$ cat config.mk
export PLATFORM = sky130hd
export DESIGN_NAME = processor_state_register
export DESIGN_NICKNAME = d
export VERILOG_FILES = /design/src/logic/proc_state_pkg.sv /design/src/logic/irq_gate.sv /design/src/logic/insn_check.sv /design/src/logic/processor_state_register.sv
export SDC_FILE = /design/constraint.sdc
export NUM_CORES = 1
export LEC_CHECK = 0
export ABC_CLOCK_PERIOD_IN_PS = 4600
export BUFFER_PORTS_ARGS = -buffer_cell sky130_fd_sc_hd__buf_2
export CELL_PAD_IN_SITES_DETAIL_PLACEMENT = 0
export CELL_PAD_IN_SITES_GLOBAL_PLACEMENT = 1
export CORE_ASPECT_RATIO = 0.9
export CORE_MARGIN = 2
export CORE_UTILIZATION = 45
export CTS_BUF_LIST = sky130_fd_sc_hd__clkbuf_4 sky130_fd_sc_hd__clkbuf_8
export DETAILED_ROUTE_END_ITERATION = 8
export PLACE_DENSITY = 0.95
export SETUP_SLACK_MARGIN = 0.4
export SYNTH_ARGS = -nofsm -noshare
export SYNTH_HDL_FRONTEND = slang
export SYNTH_SLANG_ARGS = --single-unit
export TNS_END_PERCENT = 30
$ cat constraint.sdc
create_clock -name aclk -period 4.6 [get_ports aclk]
set_input_delay 0.69 -clock aclk [delete_from_list [all_inputs] [get_ports aclk]]
set_output_delay 0.69 -clock aclk [all_outputs]
set_load 0.01 [all_outputs]
$ cat src/logic/proc_state_pkg.sv
// Summary of operation
// [RL1] state register is 32-bit read/write and clears to zero on reset
// [RL2] user-mode cache lock without permit traps as data storage, sets lock flag
// [RL3] vector instructions without vector permit raise unavailable, set syndrome bit; code only raises vector_unavail, no syndrome bit is kept
// [RL4] idle permit gates power saving; mode picked by config register idle bits
// [RL5] critical gate blocks critical input and watchdog interrupts when zero
// [RL6] external gate blocks external, decrementer and fixed-interval interrupts when zero
// [RL7] user mode flag one refuses privileged instructions and resources
// [RL8] float available zero makes any float instruction raise float unavailable
// [RL9] float available one with base float instruction raises unimplemented operation
// [RL10] machine check gate blocks asynchronous machine check interrupts when zero
// [RL11] debug gate blocks debug interrupts when zero
// [RL12] two float exception mode bits are stored but have no effect
// [RL13] reserved and preserved bits read zero, writes ignored
// [RL14] machine check saves address and state; return restores state
// [RL15] enabled debug saves address and state; return from debug restores
// [RL16] a software write governs every following instruction
package proc_state_pkg;
  localparam int unsigned addr_w = 6;
  localparam logic [addr_w-1:0] off_state = 6'h00;
  localparam logic [addr_w-1:0] off_mchk_addr = 6'h04;
  localparam logic [addr_w-1:0] off_mchk_state = 6'h08;
  localparam logic [addr_w-1:0] off_dbg_addr = 6'h0C;
  localparam logic [addr_w-1:0] off_dbg_state = 6'h10;
  localparam logic [addr_w-1:0] off_config = 6'h14;
  localparam logic [addr_w-1:0] off_status = 6'h18;
  localparam logic [31:0] state_reset = 32'h0;
  localparam int unsigned b_user_lock_permit = 26;
  localparam int unsigned b_vector_unit_avail = 25;
  localparam int unsigned b_idle_permit = 18;
  localparam int unsigned b_crit_irq_gate = 17;
  localparam int unsigned b_ext_irq_gate = 15;
  localparam int unsigned b_user_mode_flag = 14;
  localparam int unsigned b_float_avail = 13;
  localparam int unsigned b_mchk_async_gate = 12;
  localparam int unsigned b_float_exc_mode_zero = 11;
  localparam int unsigned b_dbg_irq_gate = 9;
  localparam int unsigned b_float_exc_mode_one = 8;
  localparam logic [31:0] state_mask = 32'h0606FB00;
  localparam int unsigned b_light_idle = 0;
  localparam int unsigned b_medium_idle = 1;
  localparam int unsigned b_deep_idle = 2;
  localparam int unsigned b_dbg_save_en = 3;
  localparam logic [31:0] config_mask = 32'h0000000F;
  localparam logic [1:0] resp_okay = 2'b00;
  localparam logic [1:0] resp_slverr = 2'b10;
  typedef enum logic [1:0] {ev_none, ev_mchk, ev_dbg} entry_t;
endpackage : proc_state_pkg

$ cat src/logic/irq_gate.sv
`timescale 1ns/1ps
`default_nettype none
module irq_gate
  import proc_state_pkg::*;
(
  input wire logic [31:0] state,
  input wire logic crit_in_req,
  input wire logic watchdog_req,
  input wire logic ext_in_req,
  input wire logic decr_req,
  input wire logic fit_req,
  input wire logic mchk_async_req,
  input wire logic dbg_req,
  output logic crit_take,
  output logic ext_take,
  output logic mchk_take,
  output logic dbg_take
);
  assign crit_take = state[b_crit_irq_gate] & (crit_in_req | watchdog_req); // [RL5]
  assign ext_take = state[b_ext_irq_gate] & (ext_in_req | decr_req | fit_req); // [RL6]
  assign mchk_take = state[b_mchk_async_gate] & mchk_async_req; // [RL10]
  assign dbg_take = state[b_dbg_irq_gate] & dbg_req; // [RL11]
endmodule : irq_gate
`default_nettype wire

$ cat src/logic/insn_check.sv
`timescale 1ns/1ps
`default_nettype none
module insn_check
  import proc_state_pkg::*;
(
  input wire logic [31:0] state,
  input wire logic insn_valid,
  input wire logic insn_privileged,
  input wire logic insn_cache_lock,
  input wire logic insn_lock_is_data,
  input wire logic insn_vector,
  input wire logic insn_float,
  output logic priv_fault,
  output logic lock_fault,
  output logic set_data_lock_flag,
  output logic set_ifetch_lock_flag,
  output logic vector_unavail,
  output logic float_unavail,
  output logic unimpl_op
);
  logic user;
  assign user = state[b_user_mode_flag]; // [RL7]
  assign priv_fault = insn_valid & user & insn_privileged; // [RL7]
  assign lock_fault = insn_valid & insn_cache_lock & user & ~state[b_user_lock_permit]; // [RL2]
  assign set_data_lock_flag = lock_fault & insn_lock_is_data; // [RL2]
  assign set_ifetch_lock_flag = lock_fault & ~insn_lock_is_data; // [RL2]
  assign vector_unavail = insn_valid & insn_vector & ~state[b_vector_unit_avail]; // [RL3]
  assign float_unavail = insn_valid & insn_float & ~state[b_float_avail]; // [RL8]
  assign unimpl_op = insn_valid & insn_float & state[b_float_avail]; // [RL9]
endmodule : insn_check
`default_nettype wire

$ cat src/logic/processor_state_register.sv
`timescale 1ns/1ps
`default_nettype none
module processor_state_register
  import proc_state_pkg::*;
(
  input wire logic aclk,
  input wire logic aresetn,
  input wire logic [proc_state_pkg::addr_w-1:0] s_axi_awaddr,
  input wire logic s_axi_awvalid,
  output logic s_axi_awready,
  input wire logic [31:0] s_axi_wdata,
  input wire logic [3:0] s_axi_wstrb,
  input wire logic s_axi_wvalid,
  output logic s_axi_wready,
  output logic [1:0] s_axi_bresp,
  output logic s_axi_bvalid,
  input wire logic s_axi_bready,
  input wire logic [proc_state_pkg::addr_w-1:0] s_axi_araddr,
  input wire logic s_axi_arvalid,
  output logic s_axi_arready,
  output logic [31:0] s_axi_rdata,
  output logic [1:0] s_axi_rresp,
  output logic s_axi_rvalid,
  input wire logic s_axi_rready,
  input wire logic [31:0] resume_addr,
  input wire logic mchk_async_req,
  input wire logic mchk_sync_req,
  input wire logic dbg_req,
  input wire logic crit_in_req,
  input wire logic watchdog_req,
  input wire logic ext_in_req,
  input wire logic decr_req,
  input wire logic fit_req,
  input wire logic ret_mchk,
  input wire logic ret_dbg,
  input wire logic idle_request,
  input wire logic insn_valid,
  input wire logic insn_privileged,
  input wire logic insn_cache_lock,
  input wire logic insn_lock_is_data,
  input wire logic insn_vector,
  input wire logic insn_float,
  output logic [31:0] state_out,
  output logic crit_take,
  output logic ext_take,
  output logic mchk_take,
  output logic dbg_take,
  output logic priv_fault,
  output logic lock_fault,
  output logic set_data_lock_flag,
  output logic set_ifetch_lock_flag,
  output logic vector_unavail,
  output logic float_unavail,
  output logic unimpl_op,
  output logic idle_light,
  output logic idle_medium,
  output logic idle_deep
);
  logic [31:0] processor_state_reg;
  logic [31:0] mchk_return_addr;
  logic [31:0] mchk_saved_state;
  logic [31:0] dbg_return_addr;
  logic [31:0] dbg_saved_state;
  logic [31:0] core_config_reg_zero;
  logic aw_held;
  logic w_held;
  logic [addr_w-1:0] aw_addr;
  logic [31:0] w_data;
  logic [3:0] w_strb;
  logic do_write;
  logic mchk_entry;
  logic dbg_entry;
  logic dbg_save_on;
  logic [31:0] next_state;
  entry_t last_entry;

  function automatic logic [31:0] merge(input logic [31:0] old, input logic [31:0] data,
                                        input logic [3:0] strb, input logic [31:0] mask);
    logic [31:0] res;
    res = old;
    for (int i = 0; i < 4; i++)
    begin
      if (strb[i])
      begin
        res[i*8 +: 8] = data[i*8 +: 8];
      end
    end
    return res & mask;
  endfunction : merge

  function automatic logic mapped(input logic [addr_w-1:0] a);
    return a == off_state || a == off_mchk_addr || a == off_mchk_state ||
           a == off_dbg_addr || a == off_dbg_state || a == off_config || a == off_status;
  endfunction : mapped

  // write channel capture, either order
  assign s_axi_awready = ~aw_held & ~s_axi_bvalid;
  assign s_axi_wready = ~w_held & ~s_axi_bvalid;
  assign do_write = aw_held & w_held & ~s_axi_bvalid;

  always_ff @(posedge aclk)
  begin
    if (!aresetn)
    begin
      aw_held <= 1'b0;
      aw_addr <= '0;
    end
    else if (s_axi_awvalid && s_axi_awready)
    begin
      aw_held <= 1'b1;
      aw_addr <= s_axi_awaddr;
    end
    else if (do_write)
    begin
      aw_held <= 1'b0;
    end
  end

  always_ff @(posedge aclk)
  begin
    if (!aresetn)
    begin
      w_held <= 1'b0;
      w_data <= '0;
      w_strb <= '0;
    end
    else if (s_axi_wvalid && s_axi_wready)
    begin
      w_held <= 1'b1;
      w_data <= s_axi_wdata;
      w_strb <= s_axi_wstrb;
    end
    else if (do_write)
    begin
      w_held <= 1'b0;
    end
  end

  always_ff @(posedge aclk)
  begin
    if (!aresetn)
    begin
      s_axi_bvalid <= 1'b0;
      s_axi_bresp <= resp_okay;
    end
    else if (do_write)
    begin
      s_axi_bvalid <= 1'b1;
      s_axi_bresp <= mapped(aw_addr) ? resp_okay : resp_slverr;
    end
    else if (s_axi_bready)
    begin
      s_axi_bvalid <= 1'b0;
    end
  end

  // interrupt entry and return
  assign dbg_save_on = core_config_reg_zero[b_dbg_save_en];
  assign mchk_entry = mchk_take | mchk_sync_req; // [RL14]
  assign dbg_entry = dbg_take & dbg_save_on & ~mchk_entry; // [RL15]

  always_comb
  begin
    next_state = processor_state_reg;
    if (do_write && aw_addr == off_state)
    begin
      next_state = merge(processor_state_reg, w_data, w_strb, state_mask); // [RL13]
    end
    if (ret_mchk)
    begin
      next_state = mchk_saved_state & state_mask; // [RL14]
    end
    else if (ret_dbg && dbg_save_on)
    begin
      next_state = dbg_saved_state & state_mask; // [RL15]
    end
    if (mchk_entry)
    begin
      next_state = state_reset; // [RL14]
    end
    else if (dbg_entry)
    begin
      next_state = processor_state_reg & ~(32'h1 << b_dbg_irq_gate); // [RL15]
    end
  end

  always_ff @(posedge aclk)
  begin
    if (!aresetn)
    begin
      processor_state_reg <= state_reset; // [RL1]
    end
    else
    begin
      processor_state_reg <= next_state; // [RL16]
    end
  end

  always_ff @(posedge aclk)
  begin
    if (!aresetn)
    begin
      mchk_return_addr <= '0;
      mchk_saved_state <= '0;
    end
    else if (mchk_entry)
    begin
      mchk_return_addr <= resume_addr; // [RL14]
      mchk_saved_state <= processor_state_reg; // [RL14]
    end
    else if (do_write && aw_addr == off_mchk_addr)
    begin
      mchk_return_addr <= merge(mchk_return_addr, w_data, w_strb, 32'hFFFFFFFF);
    end
    else if (do_write && aw_addr == off_mchk_state)
    begin
      mchk_saved_state <= merge(mchk_saved_state, w_data, w_strb, state_mask);
    end
  end

  always_ff @(posedge aclk)
  begin
    if (!aresetn)
    begin
      dbg_return_addr <= '0;
      dbg_saved_state <= '0;
    end
    else if (dbg_entry)
    begin
      dbg_return_addr <= resume_addr; // [RL15]
      dbg_saved_state <= processor_state_reg; // [RL15]
    end
    else if (do_write && aw_addr == off_dbg_addr)
    begin
      dbg_return_addr <= merge(dbg_return_addr, w_data, w_strb, 32'hFFFFFFFF);
    end
    else if (do_write && aw_addr == off_dbg_state)
    begin
      dbg_saved_state <= merge(dbg_saved_state, w_data, w_strb, state_mask);
    end
  end

  always_ff @(posedge aclk)
  begin
    if (!aresetn)
    begin
      core_config_reg_zero <= '0;
    end
    else if (do_write && aw_addr == off_config)
    begin
      core_config_reg_zero <= merge(core_config_reg_zero, w_data, w_strb, config_mask);
    end
  end

  always_ff @(posedge aclk)
  begin
    if (!aresetn)
    begin
      last_entry <= ev_none;
    end
    else if (mchk_entry)
    begin
      last_entry <= ev_mchk;
    end
    else if (dbg_entry)
    begin
      last_entry <= ev_dbg;
    end
  end

  // read channel
  assign s_axi_arready = ~s_axi_rvalid;

  always_ff @(posedge aclk)
  begin
    if (!aresetn)
    begin
      s_axi_rvalid <= 1'b0;
      s_axi_rdata <= '0;
      s_axi_rresp <= resp_okay;
    end
    else if (s_axi_arvalid && s_axi_arready)
    begin
      s_axi_rvalid <= 1'b1;
      s_axi_rresp <= mapped(s_axi_araddr) ? resp_okay : resp_slverr;
      case (s_axi_araddr)
        off_state: s_axi_rdata <= processor_state_reg & state_mask; // [RL13]
        off_mchk_addr: s_axi_rdata <= mchk_return_addr;
        off_mchk_state: s_axi_rdata <= mchk_saved_state;
        off_dbg_addr: s_axi_rdata <= dbg_return_addr;
        off_dbg_state: s_axi_rdata <= dbg_saved_state;
        off_config: s_axi_rdata <= core_config_reg_zero;
        off_status: s_axi_rdata <= {30'h0, last_entry};
        default: s_axi_rdata <= 32'h0;
      endcase
    end
    else if (s_axi_rready)
    begin
      s_axi_rvalid <= 1'b0;
    end
  end

  // float exception mode bits only stored, no consumer
  assign state_out = processor_state_reg; // [RL12]

  // power management
  always_ff @(posedge aclk)
  begin
    if (!aresetn)
    begin
      idle_light <= 1'b0;
      idle_medium <= 1'b0;
      idle_deep <= 1'b0;
    end
    else
    begin
      idle_light <= processor_state_reg[b_idle_permit] & idle_request &
                    core_config_reg_zero[b_light_idle]; // [RL4]
      idle_medium <= processor_state_reg[b_idle_permit] & idle_request &
                     core_config_reg_zero[b_medium_idle]; // [RL4]
      idle_deep <= processor_state_reg[b_idle_permit] & idle_request &
                   core_config_reg_zero[b_deep_idle]; // [RL4]
    end
  end

  irq_gate u_irq_gate (
    .state(processor_state_reg),
    .crit_in_req(crit_in_req),
    .watchdog_req(watchdog_req),
    .ext_in_req(ext_in_req),
    .decr_req(decr_req),
    .fit_req(fit_req),
    .mchk_async_req(mchk_async_req),
    .dbg_req(dbg_req),
    .crit_take(crit_take),
    .ext_take(ext_take),
    .mchk_take(mchk_take),
    .dbg_take(dbg_take)
  );

  insn_check u_insn_check (
    .state(processor_state_reg),
    .insn_valid(insn_valid),
    .insn_privileged(insn_privileged),
    .insn_cache_lock(insn_cache_lock),
    .insn_lock_is_data(insn_lock_is_data),
    .insn_vector(insn_vector),
    .insn_float(insn_float),
    .priv_fault(priv_fault),
    .lock_fault(lock_fault),
    .set_data_lock_flag(set_data_lock_flag),
    .set_ifetch_lock_flag(set_ifetch_lock_flag),
    .vector_unavail(vector_unavail),
    .float_unavail(float_unavail),
    .unimpl_op(unimpl_op)
  );
endmodule : processor_state_register
`default_nettype wire

; ---- Word level (Yosys, flattened, before mapping)
; Index checks and enable logic that the tools add are counted.
[word_totals]
register_bits = 251
inputBits = 104
out_inout_bits = 87
wordCells = 199
[classes]
n_eq_ne = 14
mux = 38
n_bitwise = 41
n_reduce_logical = 69
[op_table]
columns = op, n
row1 = 32-bit 2-to-1 mux, 13
row2 = 32-bit case mux with 7 select lines, 1
row3 = 8-bit 2-to-1 mux, 7
row4 = 6-bit by 5-bit == test with 1-bit output (second input constant), 6
row5 = 2-bit nonzero test, 17
row6 = 3-bit AND reduction, 9
row7 = 1-bit AND, 26
row8 = 2-bit AND reduction, 13
row9 = 6-bit by 4-bit == test with 1-bit output (second input constant), 4
row10 = 3-bit 2-to-1 mux, 6
row11 = 6-bit by 3-bit == test with 1-bit output (second input constant), 2
row12 = 6-bit logical NOT, 2
row13 = 1-bit logical OR, 12
row14 = 3-bit nonzero test, 4
row15 = 1-bit inverter, 11
row16 = 1-bit logical AND, 10
row17 = 1-bit 2-to-1 mux, 9
row18 = 2-bit 2-to-1 mux, 2
row19 = 2-bit inequality test (second input constant), 2
row20 = 1-bit OR, 4
row21 = 3-bit OR reduction, 1
row22 = 2-bit OR reduction, 1

; ---- Depth between registers and ports, before layout
; Gate-level depths: netlist of the first run.
[logic_depth]
depth_word = 8
mapped_depth = 6
mapped_depth_nobuf = 4

; ---- Cells and area by module
; Synthesis of the first run repeated with hierarchy kept, for this count alone.
[unflattened]
cells_unflattened = 1052
hier_area_um2 = 8795.9
[by_module_without_submodules]
columns = mod, n_inst, cells_each, area_per_inst_um2, seq_area_each_um2
row1 = processor_state_register, 1, 1039, 8715.9, 3723.6
row2 = insn_check, 1, 9, 51.3, 0.0
row3 = irq_gate, 1, 4, 28.8, 0.0

; ---- Worst setup path after synthesis of the first run
; No wires, ideal clock.
[synth_path]
path_kind = input -> register
startpoint = input port s_axi_araddr[5] (netlist name)
endpoint = register s_axi_rdata[14]
setup_time_ns = 0.079
t_arrival_ns = 1.910
required_ns = 4.521
setup_slack_ns = 2.611
path_stages = 4
n_path_buf = 0
cell_sequence = or4_1 -> nor2_1 -> a222oi_1 -> o211ai_1
[synth_via]
elab_chain_len = 2
elab_cells_between_ends = 8
cone_classes = eq/ne (6) / mux (1) / reduce/logical (1)
[synth_lines]
columns = item, line
row1 = start: declaration, processor_state_register.sv:18  ; input wire logic [proc_state_pkg::addr_w-1:0] s_axi_araddr,
row2 = 6-bit by 5-bit == test with 1-bit output (tied with other cells), processor_state_register.sv:286  ; case (s_axi_araddr)
row3 = 32-bit case mux with 7 select lines *, processor_state_register.sv:286
row4 = end signal: assignment, processor_state_register.sv:287  ; off_state: s_axi_rdata <= processor_state_reg & state_mask;
row5 = end signal: assignment, processor_state_register.sv:288  ; off_mchk_addr: s_axi_rdata <= mchk_return_addr;
row6 = end signal: assignment, processor_state_register.sv:289  ; off_mchk_state: s_axi_rdata <= mchk_saved_state;
row7 = end: declaration, processor_state_register.sv:21  ; output logic [31:0] s_axi_rdata,
; Mark *: on every way between the ends. The rest lies on a longest branch, timed or not.
; A chain may end at the register's enable or synchronous reset.

; ---- Worst setup path in the final report of the first run
[layout_path]
startpoint = register aw_addr[4]
endpoint = register dbg_saved_state[12]
[layout_via]
elab_chain_len = 4
elab_cells_between_ends = 7
cone_classes = eq/ne (3) / reduce/logical (4)
[layout_lines]
columns = item, line
row1 = start: declaration, processor_state_register.sv:67  ; logic [addr_w-1:0] aw_addr;
row2 = start signal: assignment, processor_state_register.sv:111  ; aw_addr <= s_axi_awaddr;
row3 = 6-bit by 4-bit == test with 1-bit output or 6-bit by 5-bit == test with 1-bit output (tied branches), "processor_state_register.sv:233, processor_state_register.sv:237"
row4 = 1-bit logical AND (on tied branches), "processor_state_register.sv:233, processor_state_register.sv:237"
row5 = 2-bit inequality test (no line) or 2-bit nonzero test (tied branches), n/a
row6 = 3-bit AND reduction (no line) *, n/a
row7 = end signal: assignment, processor_state_register.sv:231  ; dbg_saved_state <= processor_state_reg;
row8 = end signal: assignment, processor_state_register.sv:239  ; dbg_saved_state <= merge(dbg_saved_state, w_data, w_strb, state_mask);
row9 = end: declaration, processor_state_register.sv:63  ; logic [31:0] dbg_saved_state;
; Marks and branches as above.

==> impl_metrics.yaml, run 1 <==
routing:
  ant_nets: 0
  dr_total_vias: 8108
  drt_iter0_drc: 667
  wl_met2_um: 11900
  drc: 0
  m1WireLength_um: 12080
  top_layer: "met4"
  wl_per_cell_um: 18.87
  wirelength_um: 26610
  firstDrtPassIters: 6
  route.met3.wl_um: 2182
  vias_per_cell: 5.750
power:
  ir_worst_vdd_uv: 196.6
  clkPwrFrac_pct: 34.2
  power.switching_mw: 0.9022
  fin_total_pwr_mw: 3.172
  leakagePower_nw: 4.474
  power_frac_seq_pct: 54.5
  internal_power_mw: 2.270
  switching_share_pct: 28.44
  combPwrFrac_pct: 11.3
  p_per_area_nw_per_um2: 315.9
clock_tree:
  path_clk_slew_ns: 0.10
  cts_resized: 0
  hold_buffers: 0
  tritoncts: "built"
  clock_latency_ns: 0.48
  clock_sinks: 186
  htree_num_levels: 4
  postCtsSetupBuffers: 0
  cts_buffer_depth: 2
  numCtsBuffers: 17
  root_buffer: "clkbuf_8"
die:
  core_area_um2: 19220
  die_x_um: 151.8
  die-area_um2: 20790
  die_y_um: 137
  start_util_pct: 46.02
  io_pins: 191
  num_rows: 48
global_routing:
  grt_pass1_wl_um: 40080
  grt_max_degree: 86
  grt_overflow: 0
  antenna_found_initial: 0
  gr-usage-all-layers_pct: 25.34
  grt_pass1_vias: 7186
timing:
  fin_tns_setup_ns: 0
  clock.fmax_mhz: 412.6
  slew_headroom_pct: 26.31
  finalSetupViolations: 0
  period_share_pct: 52.69
  drv_slew: 0
  worst_slew_pin_slew_ns: 1.090
  fin_crit_ns: 2.424
  rsz0062_at_grt: "false"
  final_hold_viol_count: 0
  finClkSkew_ns: 0.01081
worst_setup_path:
  critPathKind: "reg -> reg"
  crit_path_start_kind: "register"
  worst_ep_arrival_time_ns: 2.83
  endpoint_kind: "register"
  worstPathMaxFanout: 8
  required_ns: 5.00
layout:
  final_area_um2: 10040
  final_cells: 1410
  syn_to_final_growth_pct: 13.52
  drive_gt1_share_pct: 20.00
  n_antenna_cell: 0
  layout_commonest_cell: "nand2_1"
  n_fill_cell: 1860
  nets: 1252
  final_cell_mix: "209 x nand2_1, 186 x dfxtp_1, 166 x buf_2, 76 x o21ai_0, 53 x mux2i_1"
synth:
  synth_edf_count: 0
  postSynthAreaPerCell_um2: 8.537
  ys_types: 52
  yosysSeqAreaShare_pct: 42.10
  ys.flop_type: "dfxtp_1"
  async_flop_share_pct: 0
  synthCells: 1036
  ys_seq_elements: 186
  synth_area_um2: 8845
  synth_warnings: 0
status:
  status: "completed"
place:
  io_buffers: 167
  placed_cell_area_um2: 9659
  post-dp-hpwl_um: 17930
  gp_congestion: 0.8442
  dp.cells: 1379
hold_path:
  hp-class: "in -> reg"
flow_run:
  drv_cap: 0
==> routing by layer <==
metal / global-route usage (%) / vias to the layer above
li1: - / 3892
met1: 36.48 / 3826
met2: 37.96 / 357
met3: 5.200 / 33
met4: 7.922 / 0
met5: 0 / -
==> area by class of cell <==
type | instances | area (um2) | share of cell area [%]
timing repair buffer | 177 | 913.4 | 9.097
clock inverter | 11 | 112.6 | 1.121
clock buffer | 20 | 269.0 | 2.679
inverter | 20 | 75.07 | 0.7477
tap | 250 | 312.8 | 3.115
multi-input combinational | 746 | 4634 | 46.16
sequential | 186 | 3724 | 37.08
==> sequential cells by signal (all words and copies together) (netlist names), 2 cells and up <==
register              flops
state_out                11
w_strb                    4
aw_addr                   6
mchk_saved_state         11
core_config_reg_zero      4
w_data                   32
s_axi_rdata              32
mchk_return_addr         32
dbg_return_addr          32
dbg_saved_state          11
last_entry                2
==> final timing paths <==
path / slack [ns] / endpoint / cells after the start / from
min reg2reg: 0.46 / s_axi_rdata[30] / 2 / s_axi_rdata[30]
max: 2.18 / dbg_saved_state[12] / 4 / aw_addr[4]
max reg2reg: 2.18 / dbg_saved_state[12] / 4 / aw_addr[4]
min: 0.44 / s_axi_rvalid / 2 / s_axi_arvalid
==> worst max-delay path: stages (launching register included) <==
cell     delay [ns]
dfxtp_1        0.44
nor4b_1        0.86
nand4_2        0.46
or2_2          0.42
a31oi_1        0.17
==> power by group through the flow <==
stage	Sequential (mW)	Combinational, mW	Clock, mW
detailed placement	1.77	0.355	0
CTS	1.73	0.356	1.10
global placement	1.76	0.348	0
finish	1.73	0.358	1.08
floorplan	1.74	0.250	0
global route	1.74	0.395	1.16
==> synthesized netlist by cell type, types with 2 or more instances <==
cell type | n | share of area, %
a22oi_1 | 17 | 1.4
nor2b_1 | 16 | 1.1
a21o_1 | 2 | 0.17
or4_1 | 2 | 0.17
mux2i_1 | 53 | 6.0
a221oi_1 | 6 | 0.59
and2_1 | 14 | 0.99
nand3_1 | 44 | 2.5
nor4b_1 | 13 | 1.3
buf_4 | 23 | 2.0
and3_1 | 11 | 0.78
dfxtp_1 | 186 | 42
nor3_1 | 18 | 1.0
nor2_1 | 13 | 0.55
clkbuf_1 | 74 | 3.1
buf_6 | 3 | 0.38
nand2_1 | 210 | 8.9
o211ai_1 | 39 | 3.3
a41o_1 | 2 | 0.23
mux2_2 | 6 | 0.76
o21ai_0 | 76 | 4.3
a211o_1 | 4 | 0.40
nand4_2 | 5 | 0.71
a21oi_1 | 42 | 2.4
o41ai_4 | 3 | 0.93
a311oi_1 | 4 | 0.40
nand3b_1 | 5 | 0.42
o21a_1 | 2 | 0.17
buf_1 | 2 | 0.085
a41oi_1 | 2 | 0.20
nand2b_1 | 5 | 0.35
nand4_1 | 4 | 0.28
a222oi_1 | 9 | 1.0
buf_2 | 4 | 0.23
inv_1 | 20 | 0.85
a21boi_0 | 41 | 3.5
o211a_1 | 41 | 4.6
==> per-stage QoR <==
| stage | util [%] | setup WS, ns | hold WS [ns] |
|---|---|---|---|
| 3_3_place_gp | 50.26 | 2.018 | 0.4305 |
| 4_1_cts | 52.25 | 2.201 | 0.4089 |
| 6_report | 52.25 | 2.176 | 0.4440 |
| 5_1_grt | 52.25 | 1.938 | 0.4259 |
| 2_1_floorplan | - | 2.611 | 0.4409 |
| 3_5_place_dp | 50.26 | 1.947 | 0.4368 |
==> kinds of logic (layout without fill, tap and decap cells) <==
group	Yosys count	count (layout)	synth area share, %
AO/OA/AOI/OAI	294	294	24.16
AND/OR/NAND/NOR	370	370	20.30
flip-flops	186	186	42.10
other	1	23	0.04240
multiplexers	59	59	6.762
buffers and inverters	126	228	6.635
No activity file was read; power rests on OpenSTA's default activity.
==> run 2, diff against run 1 <==
- ABC_CLOCK_PERIOD_IN_PS: 4600 -> 2150
- CORE_UTILIZATION: 45 -> 38
- PLACE_DENSITY: 0.95 -> 0.9
- clock period: 4.6 -> 2.15 ns (I/O delays scaled with it)
==> run 2 against run 1 <==
Effect of this change: final area up 5.6%; critical path depth rose by 1; non-clock buffer count rose by 40; utilization is 5.4 points lower; combinational power rose by 140%; count of clock-buffer cells in the layout shrank 2; maximum frequency is 28% higher; setup slack got worse by 1.9 ns; worst hold slack got worse by 0.35 ns; critical path type unchanged; critical endpoint is now mchk_return_addr[22]; largest cell class unchanged.
==> impl_metrics.yaml, run 2 (synthesis gave the netlist of run 1 again) <==
layout:
  syn_to_final_growth_pct: 19.92
  layout_commonest_cell: "nand2_1"
  final_cell_mix: "209 x nand2_1, 183 x dfxtp_1, 166 x buf_2, 76 x o21ai_0, 53 x mux2i_1"
  n_antenna_cell: 0
  nets: 1292
  multi_input_area_um2: 4667
  final-seq-area_um2: 3727
  n_fill_cell: 2239
  final_area_um2: 10610
  drive_gt1_share_pct: 23.06
  final_cells: 1498
routing:
  drt_iter0_drc: 813
  ant_nets: 0
  vias_per_cell: 5.521
  firstDrtPassIters: 7
  wirelength_um: 27990
  drc: 0
  wl_per_cell_um: 18.68
  dr_total_vias: 8270
power:
  p_per_area_nw_per_um2: 695.1
  internal_power_mw: 5.446
  fin_total_pwr_mw: 7.373
  ir_worst_vdd_uv: 360.8
  power.switching_mw: 1.927
  combPwrFrac_pct: 11.5
  leakagePower_nw: 4.746
  clkPwrFrac_pct: 38.3
  switching_share_pct: 26.13
  power_frac_seq_pct: 50.2
worst_setup_path:
  worstPathMaxFanout: 15
  crit_path_start_kind: "register"
  cp_slowest_cell: "or4_4"
  r2r-end: "mchk_return_addr[22]"
  crit_end: "mchk_return_addr[22]"
  critPathKind: "reg -> reg"
  reg2reg_setup_slack_ns: 0.26
  worst_ep_arrival_time_ns: 2.25
  crit_chain: "or4_4, o41ai_4, buf_6, nand3_1, o211a_1"
  reg2reg_from: "aw_addr[0]"
  rr_worst_depth: 5
  cp-startpoint: "aw_addr[0]"
  cpPeakStageDelay_ns: 0.62
  endpoint_kind: "register"
  required_ns: 2.51
place:
  placed_cell_area_um2: 10020
  dp.cells: 1460
  post-dp-hpwl_um: 19990
  dp_worst_setup_slack_ns: -0.03863
  io_buffers: 167
  gp_congestion: 0.9266
clock_tree:
  cts_buffer_depth: 2
  htree_num_levels: 4
  path_clk_slew_ns: 0.10
  clock_sinks: 186
  clock_latency_ns: 0.47
  numCtsBuffers: 17
  tritoncts: "built"
  root_buffer: "clkbuf_8"
die:
  io_pins: 191
  die_x_um: 164.8
  num_rows: 52
  core_area_um2: 22640
  start_util_pct: 39.06
  die-area_um2: 24510
  die_y_um: 148.7
global_routing:
  grt_pass1_wl_um: 43010
  grt_pass1_vias: 7665
  gr-usage-all-layers_pct: 22.75
  grt_max_degree: 54
  antenna_found_initial: 0
  grt_overflow: 0
status:
  status: "completed"
timing:
  clock.fmax_mhz: 528.3
  slew_headroom_pct: 57.51
  drv_slew: 0
  finClkSkew_ns: 0.01570
  final_hold_viol_count: 0
  fin_crit_ns: 1.893
  finalSetupViolations: 0
  worst_slew_pin_slew_ns: 0.6367
  setup_slack_ns: 0.2573
  rsz0062_at_grt: "true"
  period_share_pct: 88.03
hold_path:
  hp-class: "in -> reg"
flow_run:
  drv_cap: 0
[run 2: cell types whose count changed in the layout (fill, tap and decap cells not counted), moves of 4 or more]
cell       previous run  this run
buf_12                0         4
buf_4                11        43
buf_6                 0         4
bufinv_16             1         6
[run 2: worst max-delay path: cells and delay by family, from the launching register on]
family                 cells  cell delay, ns
AND/OR/NAND/NOR            2            0.72
AO/OA/AOI/OAI              2            0.48
flip-flops                 1            0.36
buffers and inverters      1            0.21
[run 2: layout make-up]
cell class	count	area share (%)
Clock buffer	18	2.336
Sequential cell	186	35.14
Clock inverter	14	2.253
Timing Repair Buffer	217	12.06
Multi-Input combinational cell	746	44.00
Tap cell	297	3.504
Inverter	20	0.7078
[run 2: timing repair]
action	4_1_cts	5_1_grt
cloned	1	0
pin swaps	0	0
resized for setup	6	5
hold buffers	0	0
buffers inserted	5	0
setup endpoints to repair	56	99
[run 2: how the worst min path moves through the flow]
stage                    startpoint              end  slack [ns]  depth (start not counted)
global route          s_axi_arvalid     s_axi_rvalid        0.06                          2
floorplan             last_entry[1]    last_entry[1]        0.44                          1
finish                s_axi_arvalid     s_axi_rvalid        0.09                          2
global placement    s_axi_rdata[27]  s_axi_rdata[27]        0.44                          2
CTS                  s_axi_wstrb[1]        w_strb[1]        0.07                          3
detailed placement  s_axi_rdata[22]  s_axi_rdata[22]        0.44                          2
[run 2: power by group through the flow]
stage | registers, mW | clock network [mW] | logic [mW]
2_1_floorplan | 3.73 | 0 | 0.535
3_5_place_dp | 3.78 | 0 | 0.819
5_1_grt | 3.72 | 3.01 | 0.931
4_1_cts | 3.70 | 2.88 | 0.837
3_3_place_gp | 3.77 | 0 | 0.800
6_report | 3.70 | 2.82 | 0.848
[run 2: per-stage QoR]
| step | hold WS [ns] | utilization, % | TNS, ns |
|---|---|---|---|
| finish | 0.08980 | 46.84 | 0 |
| global route | 0.05961 | 46.84 | 0 |
| CTS | 0.06741 | 46.70 | 0 |
| detailed placement | 0.4424 | 44.28 | -0.03863 |
| global placement | 0.4356 | 44.28 | -0.06528 |
| floorplan | 0.4409 | - | 0 |
[run 2: metal layers]
| layer | part of all wire, % | wire (um) | vias up | track usage [%] |
|---|---|---|---|---|
| li1 | - | - | 3968 | - |
| met4 | 1.8 | 493 | 0 | 5.957 |
| met1 | 47 | 13060 | 3909 | 32.39 |
| met3 | 7.5 | 2109 | 36 | 4.976 |
| met5 | 0 | 0 | - | 0 |
| met2 | 44 | 12330 | 357 | 34.92 |
==> run 3, diff against run 2 <==
- SETUP_SLACK_MARGIN: 0.4 -> unset
- SKIP_CTS_REPAIR_TIMING: unset -> 1
- TNS_END_PERCENT: 30 -> unset
==> run 3 against run 2 <==
Effect of this change: setup slack worse by 0.096 ns; final area is 1.8% lower; via count shrank 0.21%; global-route usage shrank 0.23 points; cell count decreased by 0.47%; maximum frequency fell by 4.8%; worst hold slack better by 0.0012 ns; critical path type unchanged; highest routed layer unchanged.
==> impl_metrics.yaml, run 3 (synthesis gave the netlist of run 1 again) <==
status:
  status: "completed"
layout:
  final_cells: 1491
  final-seq-area_um2: 3724
  final_cell_mix: "209 x nand2_1, 186 x dfxtp_1, 166 x buf_2, 76 x o21ai_0, 53 x mux2i_1"
  final_area_um2: 10420
  multi_input_area_um2: 4634
  drive_gt1_share_pct: 22.28
  n_fill_cell: 2237
  final_util_pct: 46.02
  n_antenna_cell: 0
  syn_to_final_growth_pct: 17.80
  nets: 1285
  layout_commonest_cell: "nand2_1"
routing:
  drt_iter0_drc: 767
  wl_per_cell_um: 18.61
  wirelength_um: 27750
  ant_nets: 0
  vias_per_cell: 5.535
  firstDrtPassIters: 5
  dr_total_vias: 8253
  drc: 0
global_routing:
  antenna_found_initial: 0
  grt_overflow: 0
  grt_pass1_wl_um: 42500
  grt_max_degree: 82
  grt_pass1_vias: 7460
  gr-usage-all-layers_pct: 22.52
hold_path:
  worstHoldStart: "s_axi_wdata[29]"
  holdPathStages: 3
  hp-class: "in -> reg"
  min_to: "w_data[29]"
timing:
  fin_tns_setup_ns: 0
  drv_slew: 0
  setup_slack_ns: 0.1616
  slew_headroom_pct: 56.74
  clock.fmax_mhz: 502.9
  rsz0062_at_grt: "false"
  worst_slew_pin_slew_ns: 0.6481
  finClkSkew_ns: 0.01386
  period_share_pct: 92.48
  whs_ns: 0.09099
  fin_crit_ns: 1.988
  final_hold_viol_count: 0
  finalSetupViolations: 0
clock_tree:
  clock_latency_ns: 0.47
  clock_sinks: 186
  cts_buffer_depth: 2
  tritoncts: "built"
  numCtsBuffers: 17
  root_buffer: "clkbuf_8"
  path_clk_slew_ns: 0.10
  htree_num_levels: 4
flow_run:
  drv_cap: 0
die:
  num_rows: 52
  io_pins: 191
  start_util_pct: 39.06
  die_y_um: 148.7
  die_x_um: 164.8
  die-area_um2: 24510
  core_area_um2: 22640
worst_setup_path:
  crit_path_start_kind: "register"
  worstPathMaxFanout: 16
  cpPeakStageDelay_ns: 0.65
  r2r-end: "mchk_return_addr[23]"
  endpoint_kind: "register"
  required_ns: 2.51
  reg2reg_setup_slack_ns: 0.16
  crit_chain: "or4_4, o41ai_4, buf_4, nand3_1, o211a_1"
  rr_worst_depth: 5
  cp_slowest_cell: "or4_4"
  critPathKind: "reg -> reg"
  worst_ep_arrival_time_ns: 2.35
  reg2reg_from: "aw_addr[0]"
place:
  placed_cell_area_um2: 10000
  post-dp-hpwl_um: 20300
  io_buffers: 167
  gp_congestion: 0.9172
  dp_worst_setup_slack_ns: 0.2196
  dp.cells: 1459
power:
  leakagePower_nw: 4.669
  ir_worst_vdd_uv: 305.4
  p_per_area_nw_per_um2: 669.5
  fin_total_pwr_mw: 6.976
==> run 3: cell count changes in the layout (fill, tap and decap cells not counted), sizes merged <==
cell      delta
buf          -7
clkinv       +1
clkinvlp     -1
bufinv       -4
inv          +1
clkbuf       +3
==> run 3: power by group <==
group	total (mW)	switching, mW	internal [mW]
sequential	3.71	0.141	3.57
clock	2.47	1.31	1.16
combinational	0.800	0.481	0.319
==> run 3: worst max-delay path by stage <==
stage | slack (ns) | cells after the start | end | start
floorplan | 0.29 | 5 | mchk_return_addr[14] | aw_addr[0]
global placement | 0.29 | 5 | mchk_return_addr[27] | aw_addr[0]
detailed placement | 0.22 | 5 | mchk_return_addr[17] | aw_addr[0]
CTS | 0.18 | 5 | mchk_return_addr[23] | aw_addr[0]
global route | 0.1 | 5 | mchk_return_addr[18] | aw_addr[0]
finish | 0.16 | 5 | mchk_return_addr[23] | aw_addr[0]
==> run 3: final cells by class <==
cell class              instances  share of cell area [%]
repair buffers                210                   11.50
multi-input cells             746                   44.48
clock buffers                  21                   2.714
inverters                      20                  0.7206
flip-flops and latches        186                   35.74
well taps                     297                   3.567
clock inverters                11                   1.273
==> run 3: metal layers <==
metal / global-route usage (%) / part of all wire (%) / up-vias
met4: 5.783 / 1.9 / 0
li1: - / - / 3962
met2: 33.49 / 44 / 356
met5: 0 / 0 / -
met1: 32.18 / 45 / 3903
met3: 6.200 / 9.1 / 32
==> run 3: worst max-delay path, delay by kind of cell, from the launching register on <==
kind / cells / cell delay (ns)
AO/OA/AOI/OAI: 2 / 0.46
buffers and inverters: 1 / 0.27
flip-flops: 1 / 0.39
AND/OR/NAND/NOR: 2 / 0.76
